`config.mk`:
```
export PLATFORM = sky130hd
export DESIGN_NAME = sdc_disconnect_ctrl
export DESIGN_NICKNAME = d
export VERILOG_FILES = /design/src/core/sdc_pkg.sv /design/src/core/sdc_disconnect_ctrl.sv
export VERILOG_INCLUDE_DIRS = /design/src /design/src/core
export SDC_FILE = /design/constraint.sdc
export NUM_CORES = 1
export LEC_CHECK = 0
export BUFFER_PORTS_ARGS = -buffer_cell sky130_fd_sc_hd__buf_2
export CORE_ASPECT_RATIO = 1.5
export CORE_MARGIN = 3
export CORE_UTILIZATION = 45
export DETAILED_ROUTE_END_ITERATION = 10
export PLACE_DENSITY = 0.69
export SKIP_CTS_REPAIR_TIMING = 1
export SYNTH_ARGS = -nofsm -noshare
export SYNTH_HDL_FRONTEND = slang
export SYNTH_SLANG_ARGS = --single-unit
```
`constraint.sdc`:
```
create_clock -name I_CLK -period 12.75 [get_ports I_CLK]
set_clock_uncertainty 0.15 [all_clocks]
set_input_delay 2.55 -clock I_CLK [delete_from_list [all_inputs] [get_ports I_CLK]]
set_output_delay 2.55 -clock I_CLK [all_outputs]
set_load 0.01 [all_outputs]
```
`src/core/sdc_defines.svh`:
```
`ifndef SDC_DEFINES_SVH
`define SDC_DEFINES_SVH
// register byte offsets
`define SDC_OFF_RATIO 12'h000
`define SDC_OFF_BURST 12'h004
`define SDC_OFF_CTRL 12'h008
`define SDC_OFF_NOTCH 12'h00c
`define SDC_OFF_CMD 12'h010
`define SDC_OFF_STATUS 12'h014
`define SDC_OFF_FMT0 12'h018
`define SDC_OFF_FMT1 12'h01c
`define SDC_OFF_FMT2 12'h020
// field positions in the control word
`define SDC_CTRL_TDC_LSB 0
`define SDC_CTRL_IMM_BIT 2
`define SDC_CTRL_FAIR_LSB 4
`define SDC_CTRL_PRIV_BIT 8
// encodings
`define SDC_TDC_OFF 2'b00
`define SDC_TDC_DATA 2'b01
`define SDC_TDC_RSVD 2'b10
`define SDC_TDC_CMD 2'b11
`define SDC_OP_READ6 8'h08
`define SDC_OP_READ10 8'h28
`define SDC_OP_WRITE6 8'h0a
`define SDC_OP_WRITE10 8'h2a
`define SDC_OP_WRVFY 8'h2e
`define SDC_RATIO_DEN_SH 8
`define SDC_NOTCHES 16
`define SDC_BLOCK_BYTES 16'h0200
// sense answer for an illegal field
`define SDC_SENSE_KEY 4'h5
`define SDC_SENSE_ASC 8'h26
// fixed format flags: soft, hard, removable, surface
`define SDC_FMT_FLAGS 4'b0100
`endif

```
`src/core/sdc_pkg.sv`:
```
package sdc_pkg;
    typedef enum logic [2:0] {
        SDC_IDLE = 3'b000,
        SDC_CMD = 3'b001,
        SDC_XFER = 3'b011,
        SDC_DISC = 3'b010,
        SDC_WAIT = 3'b110,
        SDC_HOLD = 3'b111
    } sdc_state_t;
endpackage : sdc_pkg

```
`src/core/sdc_disconnect_ctrl.sv`:
```
// Register access over APB and the register addresses were decided locally.
`timescale 1ns/1ps
`default_nettype none
`include "sdc_defines.svh"
// Notes on behaviour
// - reads reconnect once buffer fill reaches read ratio over 256
// - writes reconnect once buffer emptiness reaches write ratio over 256
// - a zero ratio is replaced by an optimal ratio from transfer rate
// - burst limit counts whole blocks
// - disconnect only at a block boundary
// - a burst shorter than one block still moves one whole block
// - burst value zero means no limit per connection
// - with privilege, disconnect on empty buffer in reads or full buffer in writes
// - burst limit applies only when disconnect privilege is granted
// - immediate flag with privilege forces disconnect after command, before data
// - immediate flag clear lets data start right after command
// - never disconnect while a priority command runs
// - control 00b defers to other fields, 10b is reserved
// - control 01b holds the bus once data starts, until all data has moved
// - control 11b holds the bus once data starts, until the command completes
// - nonzero control with nonzero burst gives illegal request check
// - fair arbitration used whenever its field is nonzero
// - ratio pair kept per notch; notch zero writes all notches
// - policy governs read 08h/28h and write 0ah/2ah/2eh only
// - format parameters are read only and follow active notch; code returns the zone inputs directly, with no select by notch_r
// - format flags read soft 0, hard 1, removable 0, surface 0
module sdc_disconnect_ctrl (
    input wire logic I_CLK,
    input wire logic I_SYS_RST,
    input wire logic I_PSEL,
    input wire logic I_PENABLE,
    input wire logic I_PWRITE,
    input wire logic [11:0] I_PADDR,
    input wire logic [31:0] I_PWDATA,
    output logic O_PREADY,
    output logic O_PSLVERR,
    output logic [31:0] O_PRDATA,
    input wire logic i_cmd_valid,
    input wire logic [7:0] i_cmd_opcode,
    input wire logic i_cmd_priority,
    input wire logic i_block_done,
    input wire logic i_data_done,
    input wire logic i_cmd_done,
    input wire logic i_disc_rejected,
    input wire logic [7:0] i_buf_level,
    input wire logic [7:0] i_opt_read_ratio,
    input wire logic [7:0] i_opt_write_ratio,
    input wire logic [15:0] i_zone_tracks,
    input wire logic [15:0] i_zone_sectors,
    input wire logic [15:0] i_zone_track_skew,
    input wire logic [15:0] i_zone_cyl_skew,
    output logic O_DATA_PHASE,
    output logic O_DISCONNECT_REQ,
    output logic O_RECONNECT_REQ,
    output logic O_FAIR_ARB,
    output logic O_CHECK_COND,
    output logic [3:0] O_SENSE_KEY,
    output logic [7:0] O_SENSE_ASC
);
    sdc_pkg::sdc_state_t state_r;
    logic [7:0] rd_ratio_r [0:`SDC_NOTCHES-1];
    logic [7:0] wr_ratio_r [0:`SDC_NOTCHES-1];
    logic [15:0] burst_r;
    logic [1:0] tdc_r;
    logic imm_r;
    logic [2:0] fair_r;
    logic priv_r;
    logic [3:0] notch_r;
    logic is_read_r;
    logic [15:0] blk_cnt_r;
    logic is_wr;
    logic is_rd;
    logic apb_go;
    logic [7:0] rd_thr;
    logic [7:0] wr_thr;
    logic policy_op;
    logic burst_hit;
    logic buf_limit;
    logic hold_bus;
    logic reconnect_ok;
    integer n;

    // effective threshold: zero falls back to the optimal value
    function automatic logic [7:0] pick_ratio(input logic [7:0] prog, input logic [7:0] opt);
        pick_ratio = (prog == 8'h00) ? opt : prog;
    endfunction : pick_ratio

    // nonzero transfer control together with a burst limit is an illegal pair
    function automatic logic bad_cfg(input logic [1:0] tdc, input logic [15:0] burst);
        bad_cfg = (tdc != `SDC_TDC_OFF) && (burst != 16'h0000);
    endfunction : bad_cfg

    // read opcodes among those that obey the policy
    function automatic logic rd_op(input logic [7:0] op);
        rd_op = (op == `SDC_OP_READ6) || (op == `SDC_OP_READ10);
    endfunction : rd_op

    assign apb_go = I_PSEL && I_PENABLE && O_PREADY;
    assign is_wr = apb_go && I_PWRITE;
    assign is_rd = apb_go && !I_PWRITE;
    assign rd_thr = pick_ratio(rd_ratio_r[notch_r], i_opt_read_ratio);
    assign wr_thr = pick_ratio(wr_ratio_r[notch_r], i_opt_write_ratio);
    // recognise the read and write opcodes that obey the policy
    assign policy_op = rd_op(i_cmd_opcode) ||
        (i_cmd_opcode == `SDC_OP_WRITE6) || (i_cmd_opcode == `SDC_OP_WRITE10) ||
        (i_cmd_opcode == `SDC_OP_WRVFY);
    // burst counted in blocks, tested only at a block boundary, zero is unlimited
    assign burst_hit = priv_r && (burst_r != 16'h0000) && i_block_done &&
        (blk_cnt_r + 16'h0001 >= burst_r);
    // read drains the segment, write fills it
    assign buf_limit = i_block_done && (is_read_r ? (i_buf_level == 8'h00) : (i_buf_level == 8'hff));
    assign hold_bus = i_cmd_priority || (tdc_r == `SDC_TDC_DATA) || (tdc_r == `SDC_TDC_CMD);
    // ratio over 256: compare the level byte with the numerator
    assign reconnect_ok = is_read_r ? (i_buf_level >= rd_thr) :
        ((8'hff - i_buf_level) >= wr_thr);

    // apb always answers in the access cycle
    always_ff @(posedge I_CLK) begin
        if (I_SYS_RST) begin
            O_PREADY <= 1'b0;
        end else begin
            O_PREADY <= I_PSEL && !I_PENABLE;
        end
    end

    // apb read mux and error on unmapped or read-only write
    always_ff @(posedge I_CLK) begin
        if (I_SYS_RST) begin
            O_PRDATA <= 32'h0000_0000;
            O_PSLVERR <= 1'b0;
        end else if (I_PSEL && !I_PENABLE) begin
            O_PSLVERR <= 1'b0;
            O_PRDATA <= 32'h0000_0000;
            case (I_PADDR)
                `SDC_OFF_RATIO: O_PRDATA <= {16'h0000, wr_ratio_r[notch_r], rd_ratio_r[notch_r]};
                `SDC_OFF_BURST: O_PRDATA <= {16'h0000, burst_r};
                `SDC_OFF_CTRL: O_PRDATA <= {23'h000000, priv_r, 1'b0, fair_r, 1'b0, imm_r, tdc_r};
                `SDC_OFF_NOTCH: O_PRDATA <= {28'h0000000, notch_r};
                `SDC_OFF_CMD: O_PRDATA <= 32'h0000_0000;
                `SDC_OFF_STATUS: O_PRDATA <= {25'h0000000, O_CHECK_COND, O_RECONNECT_REQ,
                    O_DISCONNECT_REQ, O_DATA_PHASE, state_r};
                `SDC_OFF_FMT0: O_PRDATA <= {i_zone_tracks, i_zone_sectors};
                `SDC_OFF_FMT1: O_PRDATA <= {i_zone_track_skew, i_zone_cyl_skew};
                `SDC_OFF_FMT2: O_PRDATA <= {`SDC_BLOCK_BYTES, 12'h000, `SDC_FMT_FLAGS};
                default: O_PSLVERR <= 1'b1;
            endcase
            if (I_PWRITE && (I_PADDR == `SDC_OFF_STATUS || I_PADDR >= `SDC_OFF_FMT0)) begin
                O_PSLVERR <= 1'b1;
            end
        end
    end

    // per-notch ratio tables; notch zero broadcasts to every notch
    always_ff @(posedge I_CLK) begin
        if (I_SYS_RST) begin
            for (n = 0; n < `SDC_NOTCHES; n = n + 1) begin
                rd_ratio_r[n] <= 8'h00;
                wr_ratio_r[n] <= 8'h00;
            end
        end else if (is_wr && I_PADDR == `SDC_OFF_RATIO) begin
            for (n = 0; n < `SDC_NOTCHES; n = n + 1) begin
                if (notch_r == 4'h0 || n[3:0] == notch_r) begin
                    rd_ratio_r[n] <= I_PWDATA[7:0];
                    wr_ratio_r[n] <= I_PWDATA[15:8];
                end
            end
        end
    end

    // configuration registers
    always_ff @(posedge I_CLK) begin
        if (I_SYS_RST) begin
            burst_r <= 16'h0000;
            tdc_r <= `SDC_TDC_OFF;
            imm_r <= 1'b0;
            fair_r <= 3'b000;
            priv_r <= 1'b0;
            notch_r <= 4'h0;
        end else if (is_wr) begin
            if (I_PADDR == `SDC_OFF_BURST) begin
                burst_r <= I_PWDATA[15:0];
            end
            if (I_PADDR == `SDC_OFF_CTRL) begin
                // reserved control value is not accepted
                if (I_PWDATA[`SDC_CTRL_TDC_LSB+:2] != `SDC_TDC_RSVD) begin
                    tdc_r <= I_PWDATA[`SDC_CTRL_TDC_LSB+:2];
                end
                imm_r <= I_PWDATA[`SDC_CTRL_IMM_BIT];
                fair_r <= I_PWDATA[`SDC_CTRL_FAIR_LSB+:3];
                priv_r <= I_PWDATA[`SDC_CTRL_PRIV_BIT];
            end
            if (I_PADDR == `SDC_OFF_NOTCH) begin
                notch_r <= I_PWDATA[3:0];
            end
        end
    end

    // fairness follows the field directly
    always_ff @(posedge I_CLK) begin
        if (I_SYS_RST) begin
            O_FAIR_ARB <= 1'b0;
        end else begin
            O_FAIR_ARB <= (fair_r != 3'b000);
        end
    end

    // illegal field combination; new detection wins over clear by command write
    always_ff @(posedge I_CLK) begin
        if (I_SYS_RST) begin
            O_CHECK_COND <= 1'b0;
            O_SENSE_KEY <= 4'h0;
            O_SENSE_ASC <= 8'h00;
        end else if (i_cmd_valid && bad_cfg(tdc_r, burst_r)) begin
            O_CHECK_COND <= 1'b1;
            O_SENSE_KEY <= `SDC_SENSE_KEY;
            O_SENSE_ASC <= `SDC_SENSE_ASC;
        end else if (is_wr && I_PADDR == `SDC_OFF_CMD && I_PWDATA[0]) begin
            O_CHECK_COND <= 1'b0;
            O_SENSE_KEY <= 4'h0;
            O_SENSE_ASC <= 8'h00;
        end
    end

    // connection state machine
    always_ff @(posedge I_CLK) begin
        if (I_SYS_RST) begin
            state_r <= sdc_pkg::SDC_IDLE;
            is_read_r <= 1'b0;
            blk_cnt_r <= 16'h0000;
            O_DATA_PHASE <= 1'b0;
            O_DISCONNECT_REQ <= 1'b0;
            O_RECONNECT_REQ <= 1'b0;
        end else begin
            O_DISCONNECT_REQ <= 1'b0;
            O_RECONNECT_REQ <= 1'b0;
            case (state_r)
                sdc_pkg::SDC_IDLE: begin
                    if (i_cmd_valid && policy_op && !bad_cfg(tdc_r, burst_r)) begin
                        is_read_r <= rd_op(i_cmd_opcode);
                        blk_cnt_r <= 16'h0000;
                        state_r <= sdc_pkg::SDC_CMD;
                    end
                end
                sdc_pkg::SDC_CMD: begin
                    if (imm_r && priv_r && !i_cmd_priority) begin
                        O_DISCONNECT_REQ <= 1'b1;
                        state_r <= sdc_pkg::SDC_DISC;
                    end else begin
                        O_DATA_PHASE <= 1'b1;
                        state_r <= sdc_pkg::SDC_XFER;
                    end
                end
                sdc_pkg::SDC_XFER: begin
                    if (i_data_done) begin
                        O_DATA_PHASE <= 1'b0;
                        blk_cnt_r <= 16'h0000;
                        state_r <= (tdc_r == `SDC_TDC_CMD) ? sdc_pkg::SDC_HOLD : sdc_pkg::SDC_IDLE;
                    end else if (i_block_done) begin
                        if (!hold_bus && (burst_hit || (priv_r && buf_limit))) begin
                            O_DISCONNECT_REQ <= 1'b1;
                            O_DATA_PHASE <= 1'b0;
                            blk_cnt_r <= 16'h0000;
                            state_r <= sdc_pkg::SDC_DISC;
                        end else begin
                            blk_cnt_r <= blk_cnt_r + 16'h0001;
                        end
                    end
                end
                sdc_pkg::SDC_DISC: begin
                    if (i_disc_rejected) begin
                        O_DATA_PHASE <= 1'b1;
                        state_r <= sdc_pkg::SDC_XFER;
                    end else begin
                        state_r <= sdc_pkg::SDC_WAIT;
                    end
                end
                sdc_pkg::SDC_WAIT: begin
                    if (reconnect_ok) begin
                        O_RECONNECT_REQ <= 1'b1;
                        O_DATA_PHASE <= 1'b1;
                        state_r <= sdc_pkg::SDC_XFER;
                    end
                end
                sdc_pkg::SDC_HOLD: begin
                    if (i_cmd_done) begin
                        state_r <= sdc_pkg::SDC_IDLE;
                    end
                end
                default: state_r <= sdc_pkg::SDC_IDLE;
            endcase
        end
    end

    // checks
    a_prio_no_disc: assert property (@(posedge I_CLK) disable iff (I_SYS_RST)
        (state_r == sdc_pkg::SDC_XFER && i_cmd_priority) |=> !O_DISCONNECT_REQ)
        else $error("disconnect during priority command");
    a_tdc_hold_bus: assert property (@(posedge I_CLK) disable iff (I_SYS_RST)
        (state_r == sdc_pkg::SDC_XFER && tdc_r != `SDC_TDC_OFF) |=> !O_DISCONNECT_REQ)
        else $error("disconnect while transfer control holds bus");
    a_disc_on_block: assert property (@(posedge I_CLK) disable iff (I_SYS_RST)
        (O_DISCONNECT_REQ && $past(state_r) == sdc_pkg::SDC_XFER) |-> $past(i_block_done))
        else $error("disconnect off a block boundary");
    a_unlimited_burst: assert property (@(posedge I_CLK) disable iff (I_SYS_RST)
        (state_r == sdc_pkg::SDC_XFER && burst_r == 16'h0000 && i_buf_level == 8'h80) |=> !O_DISCONNECT_REQ)
        else $error("disconnect with no burst limit");
    a_burst_needs_priv: assert property (@(posedge I_CLK) disable iff (I_SYS_RST)
        (state_r == sdc_pkg::SDC_XFER && !priv_r) |=> !O_DISCONNECT_REQ)
        else $error("disconnect without privilege");
    a_imm_disc: assert property (@(posedge I_CLK) disable iff (I_SYS_RST)
        (state_r == sdc_pkg::SDC_CMD && imm_r && priv_r && !i_cmd_priority) |=> (O_DISCONNECT_REQ && !O_DATA_PHASE))
        else $error("no immediate disconnect");
    a_fair_arb: assert property (@(posedge I_CLK) disable iff (I_SYS_RST)
        ##1 (O_FAIR_ARB == ($past(fair_r) != 3'b000)))
        else $error("fair arbitration mismatch");
    a_illegal_field: assert property (@(posedge I_CLK) disable iff (I_SYS_RST)
        (i_cmd_valid && tdc_r != `SDC_TDC_OFF && burst_r != 16'h0000) |=> (O_CHECK_COND && O_SENSE_ASC == `SDC_SENSE_ASC))
        else $error("illegal field not reported");
    a_reconnect_thr: assert property (@(posedge I_CLK) disable iff (I_SYS_RST)
        O_RECONNECT_REQ |-> $past(reconnect_ok))
        else $error("reconnect below threshold");

    // threshold fallback and buffer checks
    a_zero_rd_ratio: assert property (@(posedge I_CLK) disable iff (I_SYS_RST)
        (rd_ratio_r[notch_r] == 8'h00) |-> (rd_thr == i_opt_read_ratio))
        else $error("read ratio fallback");
    a_zero_wr_ratio: assert property (@(posedge I_CLK) disable iff (I_SYS_RST)
        (wr_ratio_r[notch_r] == 8'h00) |-> (wr_thr == i_opt_write_ratio))
        else $error("write ratio fallback");
    a_rd_early_rec: assert property (@(posedge I_CLK) disable iff (I_SYS_RST)
        (state_r == sdc_pkg::SDC_WAIT && is_read_r && i_buf_level < rd_thr)
        |=> !O_RECONNECT_REQ)
        else $error("read reconnect too early");
    a_wr_early_rec: assert property (@(posedge I_CLK) disable iff (I_SYS_RST)
        (state_r == sdc_pkg::SDC_WAIT && !is_read_r && (8'hff - i_buf_level) < wr_thr)
        |=> !O_RECONNECT_REQ)
        else $error("write reconnect too early");
    a_empty_disc: assert property (@(posedge I_CLK) disable iff (I_SYS_RST)
        (state_r == sdc_pkg::SDC_XFER && priv_r && !hold_bus && is_read_r &&
        i_block_done && !i_data_done && i_buf_level == 8'h00) |=> O_DISCONNECT_REQ)
        else $error("no disconnect on empty buffer");

    // command start and hold state checks
    a_cmd_data: assert property (@(posedge I_CLK) disable iff (I_SYS_RST)
        (state_r == sdc_pkg::SDC_CMD && !imm_r) |=> O_DATA_PHASE)
        else $error("no data after command");
    a_prio_no_imm: assert property (@(posedge I_CLK) disable iff (I_SYS_RST)
        (state_r == sdc_pkg::SDC_CMD && i_cmd_priority) |=> !O_DISCONNECT_REQ)
        else $error("priority command disconnected");
    a_other_op: assert property (@(posedge I_CLK) disable iff (I_SYS_RST)
        (state_r == sdc_pkg::SDC_IDLE && i_cmd_valid && !policy_op) |=> (state_r == sdc_pkg::SDC_IDLE))
        else $error("foreign opcode started");
    a_illegal_idle: assert property (@(posedge I_CLK) disable iff (I_SYS_RST)
        (state_r == sdc_pkg::SDC_IDLE && i_cmd_valid && bad_cfg(tdc_r, burst_r))
        |=> (state_r == sdc_pkg::SDC_IDLE))
        else $error("illegal setup started");
    a_hold_bus: assert property (@(posedge I_CLK) disable iff (I_SYS_RST)
        (state_r == sdc_pkg::SDC_HOLD) |-> (!O_DATA_PHASE && !O_DISCONNECT_REQ))
        else $error("bus released in hold");

    // register bus checks
    a_no_rsvd_tdc: assert property (@(posedge I_CLK) disable iff (I_SYS_RST)
        tdc_r != `SDC_TDC_RSVD)
        else $error("reserved control taken");
    a_fmt_readonly: assert property (@(posedge I_CLK) disable iff (I_SYS_RST)
        (apb_go && I_PWRITE && I_PADDR >= `SDC_OFF_FMT0) |-> O_PSLVERR)
        else $error("format write accepted");
    a_fmt_flags: assert property (@(posedge I_CLK) disable iff (I_SYS_RST)
        (I_PSEL && !I_PENABLE && I_PADDR == `SDC_OFF_FMT2) |=> (O_PRDATA[3:0] == `SDC_FMT_FLAGS))
        else $error("format flags wrong");
    c_burst_disc: cover property (@(posedge I_CLK) disable iff (I_SYS_RST) O_DISCONNECT_REQ && burst_r != 16'h0000);
    c_reconnect: cover property (@(posedge I_CLK) disable iff (I_SYS_RST) O_RECONNECT_REQ);
    c_rejected: cover property (@(posedge I_CLK) disable iff (I_SYS_RST) state_r == sdc_pkg::SDC_DISC && i_disc_rejected);
    c_check: cover property (@(posedge I_CLK) disable iff (I_SYS_RST) O_CHECK_COND);
    c_hold: cover property (@(posedge I_CLK) disable iff (I_SYS_RST) state_r == sdc_pkg::SDC_HOLD);
endmodule : sdc_disconnect_ctrl
`default_nettype wire

```
Yosys cells after proc, flatten, opt, wreduce, memory -nomap -nowiden --
Memories as Yosys holds them, arrays and structs flattened. A register that Yosys moved wholly into a read port is not among the register bits. Cells that the tools add are included. W data, S select, Z words.
Cells by class: $lt $le $gt $ge 4, reductions and logical operators 69, eq/ne operators 44, bitwise operators 33, $add $sub $neg 2, muxes and demuxes 143
Operators by type and width (number):
- $mux W8 | 34
- $pmux W32 S8 | 1
- $mux W1 | 84
- $mux W16 | 4
- $eq A12 B5 Y1 const B | 4
- $eq A4 B4 Y1 const A | 8
- $or A1 B1 Y1 | 32
- $pmux W16 S2 | 1
- $mux W3 | 10
- $eq A12 B4 Y1 const B | 2
- $eq A8 B6 Y1 const B | 3
- $logic_not A8 Y1 | 3
- $logic_or A1 B1 Y1 | 23
- $logic_and A1 B1 Y1 | 20
- $pmux W3 S6 | 1
- $add A16 B1 Y16 const B | 1
- $eq A3 B4 Y1 const A | 4
- $eq A8 B4 Y1 const B | 2
- $ge A16 B16 Y1 | 1
- $ge A8 B8 Y1 | 2
- $mux W4 | 4
- $reduce_bool A16 Y1 | 1
- $eq A12 B3 Y1 const B | 1
- $eq A12 B6 Y1 const B | 1
- other kinds (29) | 48
Storage, ports and cells: register bits after elaboration 91, bits in writable memories 256, input port bits 151, logic and storage cells 316, output and inout bits 51, memories 2
Memories:
- rd_ratio_r | words 16, width 8, read ports 1, clocked after Yosys merged registers in 1, write ports 16, line sdc_disconnect_ctrl.sv:61 | logic [7:0] rd_ratio_r [0:`SDC_NOTCHES-1];
- wr_ratio_r | words 16, width 8, read ports 1, clocked after Yosys merged registers in 1, write ports 16, line sdc_disconnect_ctrl.sv:62 | logic [7:0] wr_ratio_r [0:`SDC_NOTCHES-1];

Depth between registers and ports, before layout --
depth after elaboration 10, depth in mapped cells 18, mapped depth without buffers 15

Worst setup path after synthesis --
Ideal clock, no wire load.
kind input port to flip-flop, start input I_PADDR[9], end memory rd_ratio_r[0][0], enable pin, data arrival time 4975 ps, setup time 411 ps, required time 12189 ps, stages 7, buffers on the path 1, setup slack 7214 ps, cells stage by stage nor4_1 -> nand2_1 -> nor2_1 -> and3_1 -> buf_2 -> nand2_1 -> o21ai_0
RTL lines:
- start: declaration | line sdc_disconnect_ctrl.sv:33 | input wire logic [11:0] I_PADDR,
- end: declaration | line sdc_disconnect_ctrl.sv:61

==> summary.md <==
| Metric | Value |
|---|---|
| Post-synth top area share | `46.8%` |
| DR iter-0 viols | `1042` |
| First-pass GRT wire length | `around 66000 um` |
| Hold Slack | `between 200 and 300 ps` |
| Final HPWL DP | `32500 um` |
| Num CTS Buffers | `31` |
| RSZ-0062 raised after global routing | `no` |
| Tot GR Track Use | `21.9%` |
| Fin Setup TNS | `0 ps` |
| DRC errors left | `0` |
| EDFF count, synth | `256` |
| Final Cycle Share | `about half` |
| Pin slew with the least headroom to its limit | `around 1200 ps` |
| Dominant synthesized flop cell | `edfxtp_1` |
| Antenna viol nets, final | `0` |
| Die area | `about 39000 um2` |
| Setup-failing EPs final | `0` |
| Drt first pass iters | `6` |
| Routed vias/inst | `5.84` |
| Share of the yosys chip area belonging to registers | `57.7%` |
| Final GP Congestion | `0.978` |
| End of the worst hold path | `O_PRDATA[10]` |
| Lkg Pwr | `6.91 nW` |
| Height of the die | `240 um` |
| Avg Inst Size Synth | `11.8 um2` |
| Mapped Cells | `1395` |
| Clk_lat worst skew | `570 ps` |
| Crit path max-delay cell type | `nor4b_1` |
| CP max FO | `43` |
| Slew Limit Fails | `0` |
| R2r setup slk | `6530 ps` |
| Wirelength, routed | `43700 um` |
| Synth cell types | `72` |
| Max cap viols | `0` |
| Ports | `202` |
| Area Growth Syn to Fin | `13.3%` |
| Post-route minimum period | `6220 ps` |
| Pin count of the biggest net entering global routing | `68` |
| Routed via count | `11800` |
| Avg WL per Cell | `~22 um` |
| Nets | `1707` |
| Synthesis Warnings | `0` |
| Crit path kind | `flop to flop` |
| Vias in the first global route | `around 12000` |
| Worst-path clk slew | `70 ps` |
| FMAX | `~160 MHz` |
| Setup crit end kind | `flop` |
| PD cells | `128 nW/um2` |
| Leading area contributor after synthesis | `edfxtp_1` |
| CP arrival | `6520 ps` |
| Status | `completed` |
| CTS H-tree lvls | `1` |
| VDD IR max | `around 0.00012 V` |
| Root Driver | `clkbuf_16` |
| Worst path buffer plus inverter count | `1` |
| Hold path start | `O_PRDATA[10]` |
| Synth area leaders | `edfxtp_1 (47%), dfxtp_1 (11%), mux4_2 (9.9%)` |
| Reg2reg end | `O_DATA_PHASE` |
| Crit-path leading delay family | `simple AND/OR/NAND/NOR gates` |
| DIE WIDTH | `162 um` |
| Core area | `around 36000 um2` |
| Final Hold Vio Count | `0` |
| Congestion Overflow GR | `0` |
| Worst reg-to-reg path cell count | `16` |
| Critical Path RT | `13060 ps` |
| Hold depth | `1` |
| Critical path's largest stage delay | `940 ps` |
| # fillers | `3081` |
| Sink Count | `~350` |
| Ys async rst share | `0%` |
| Ant diodes | `0` |
| HP Class | `flop to flop` |
| Max_slew headroom | `23.0%` |
| Port Buffers | `178` |
| Num rows | `85` |
| Mapped cell area | `16400 um2` |
| Starting Density | `around 46%` |
| CP startpoint kind | `flop` |
| Placed inst area | `17600 um2` |
| CTS tree | `built` |
| Crit-path cells | `buf_4 > mux4_2 > a22oi_1 > nand2_1 > nor4_2 > nand3_1 > nor2_2 > a21o_1 > ha_1 > nand2b_1 > a2111oi_0 > nor3_1 > nor4b_1 > o21bai_1 > nor3b_1 > o221a_2` |
| Clk buf depth | `3` |
| Post-route cell area | `18600 um2` |
| Layout cells sized above 1 | `around 22%` |
| Initial antenna violation count | `0` |
| Seq cells post-synth | `between 300 and 400` |
synth_stat cells (16+ instances only):
cell type	instances
mux4_2	72
nand2_1	172
nor3_1	20
nor2_1	215
ha_1	33
nand3_1	35
edfxtp_1	256
a31oi_1	20
a21oi_1	70
a22oi_1	32
clkbuf_1	69
inv_1	57
dfxtp_1	90
o21ai_0	20
a22o_1	16
kinds of logic after synthesis:
| family | share of synthesized area, % |
|---|---|
| and+or+nand+nor | 14.4 |
| DFF | 57.7 |
| AOI/OAI and AO/OA | 9.18 |
| buffers and inverters | 4.48 |
| muxes | 10.7 |
| adders and majority gates | 2.51 |
| xor gates and xnor gates | 1.01 |
| other | 0.0228 |
registers in the layout, summed over array words and instances (netlist names), 2 cells and up, named ones only:
| name | count |
|---|---|
| fair_r | 3 |
| notch_r | 4 |
| blk_cnt_r | 16 |
| rd_ratio_r | 128 |
| O_PRDATA | 32 |
| tdc_r | 2 |
| wr_ratio_r | 128 |
| state_r | 3 |
| burst_r | 16 |
layout make-up:
type	instances	area, um2	area share, %
inverters	57	214	1.15
clock buffers	39	836	4.49
flip-flops and latches	346	9490	51.0
repair buffers	198	1040	5.59
clock inverters	17	191	1.03
multi-input cells	889	6250	33.6
well taps	478	598	3.21
power breakdown:
part	switching, mW	internal, mW	leakage (nW)
Sequential	0.0243	1.25	3.37
Combinational	0.106	0.0591	3.04
Clock	0.404	0.544	0.503
Total	0.534	1.86	6.91
per-stage QoR:
stage,worst slack (ps),std cells,power [mW],util (%)
after floorplan,7210,1401,1.40,-
after global placement,6530,1968,1.46,49.0
after detailed placement,6490,1968,1.47,49.0
after CTS,6510,2024,2.41,51.8
after global routing,6260,2024,2.46,51.8
final,6530,2024,2.39,51.8
cell usage in the layout, fill, tap and decap left out, types with 7 or more instances in the layout:
cell,n
a21o_1,12
a21oi_1,70
a222oi_1,9
a22o_1,16
a22oi_1,32
a31oi_1,20
buf_2,178
buf_4,20
clkbuf_16,31
conb_1,7
dfxtp_1,88
edfxtp_1,256
ha_1,33
inv_1,57
mux2i_1,13
mux4_2,72
nand2_1,172
nand3_1,35
nand4_1,8
nor2_1,215
nor2b_1,9
nor3_1,20
o21ai_0,19
or3_1,7
xnor2_1,12
xor2_1,7
worst reg2reg max path, cell delays in order, from the launching register on:
cell and delay (ps):
dfxtp_4 640, buf_4 770, mux4_2 670, a22oi_1 230
nand2_1 180, nor4_2 320, nand3_1 130, nor2_2 260
a21o_1 200, ha_1 230, nand2b_1 140, a2111oi_0 420
nor3_1 100, nor4b_1 940, o21bai_1 270, nor3b_1 210
o221a_2 250
metal layers:
metal | track usage [%] | part of all wire (%) | routed length, um | up-vias
met1 | 23.7 | 34 | 15100 | 5874
li1 | - | - | - | 5353
met4 | 9.18 | 4.2 | 1820 | 0
met3 | 2.59 | 6.0 | 2600 | 91
met2 | 42.5 | 55 | 24200 | 498
met5 | 0 | 0 | 0 | -
how the worst max path moves through the flow:
stage               startpoint               end  depth (start not counted)
finish                    flop      O_DATA_PHASE                         16
global route              flop      O_DATA_PHASE                         16
CTS                       flop      O_DATA_PHASE                         16
detailed placement  I_PADDR[9]  rd_ratio_r[2][5]                          9
global placement    I_PADDR[9]  rd_ratio_r[9][6]                          9
floorplan           I_PADDR[9]  rd_ratio_r[0][0]                          7
(Power assumes the default switching activity.)
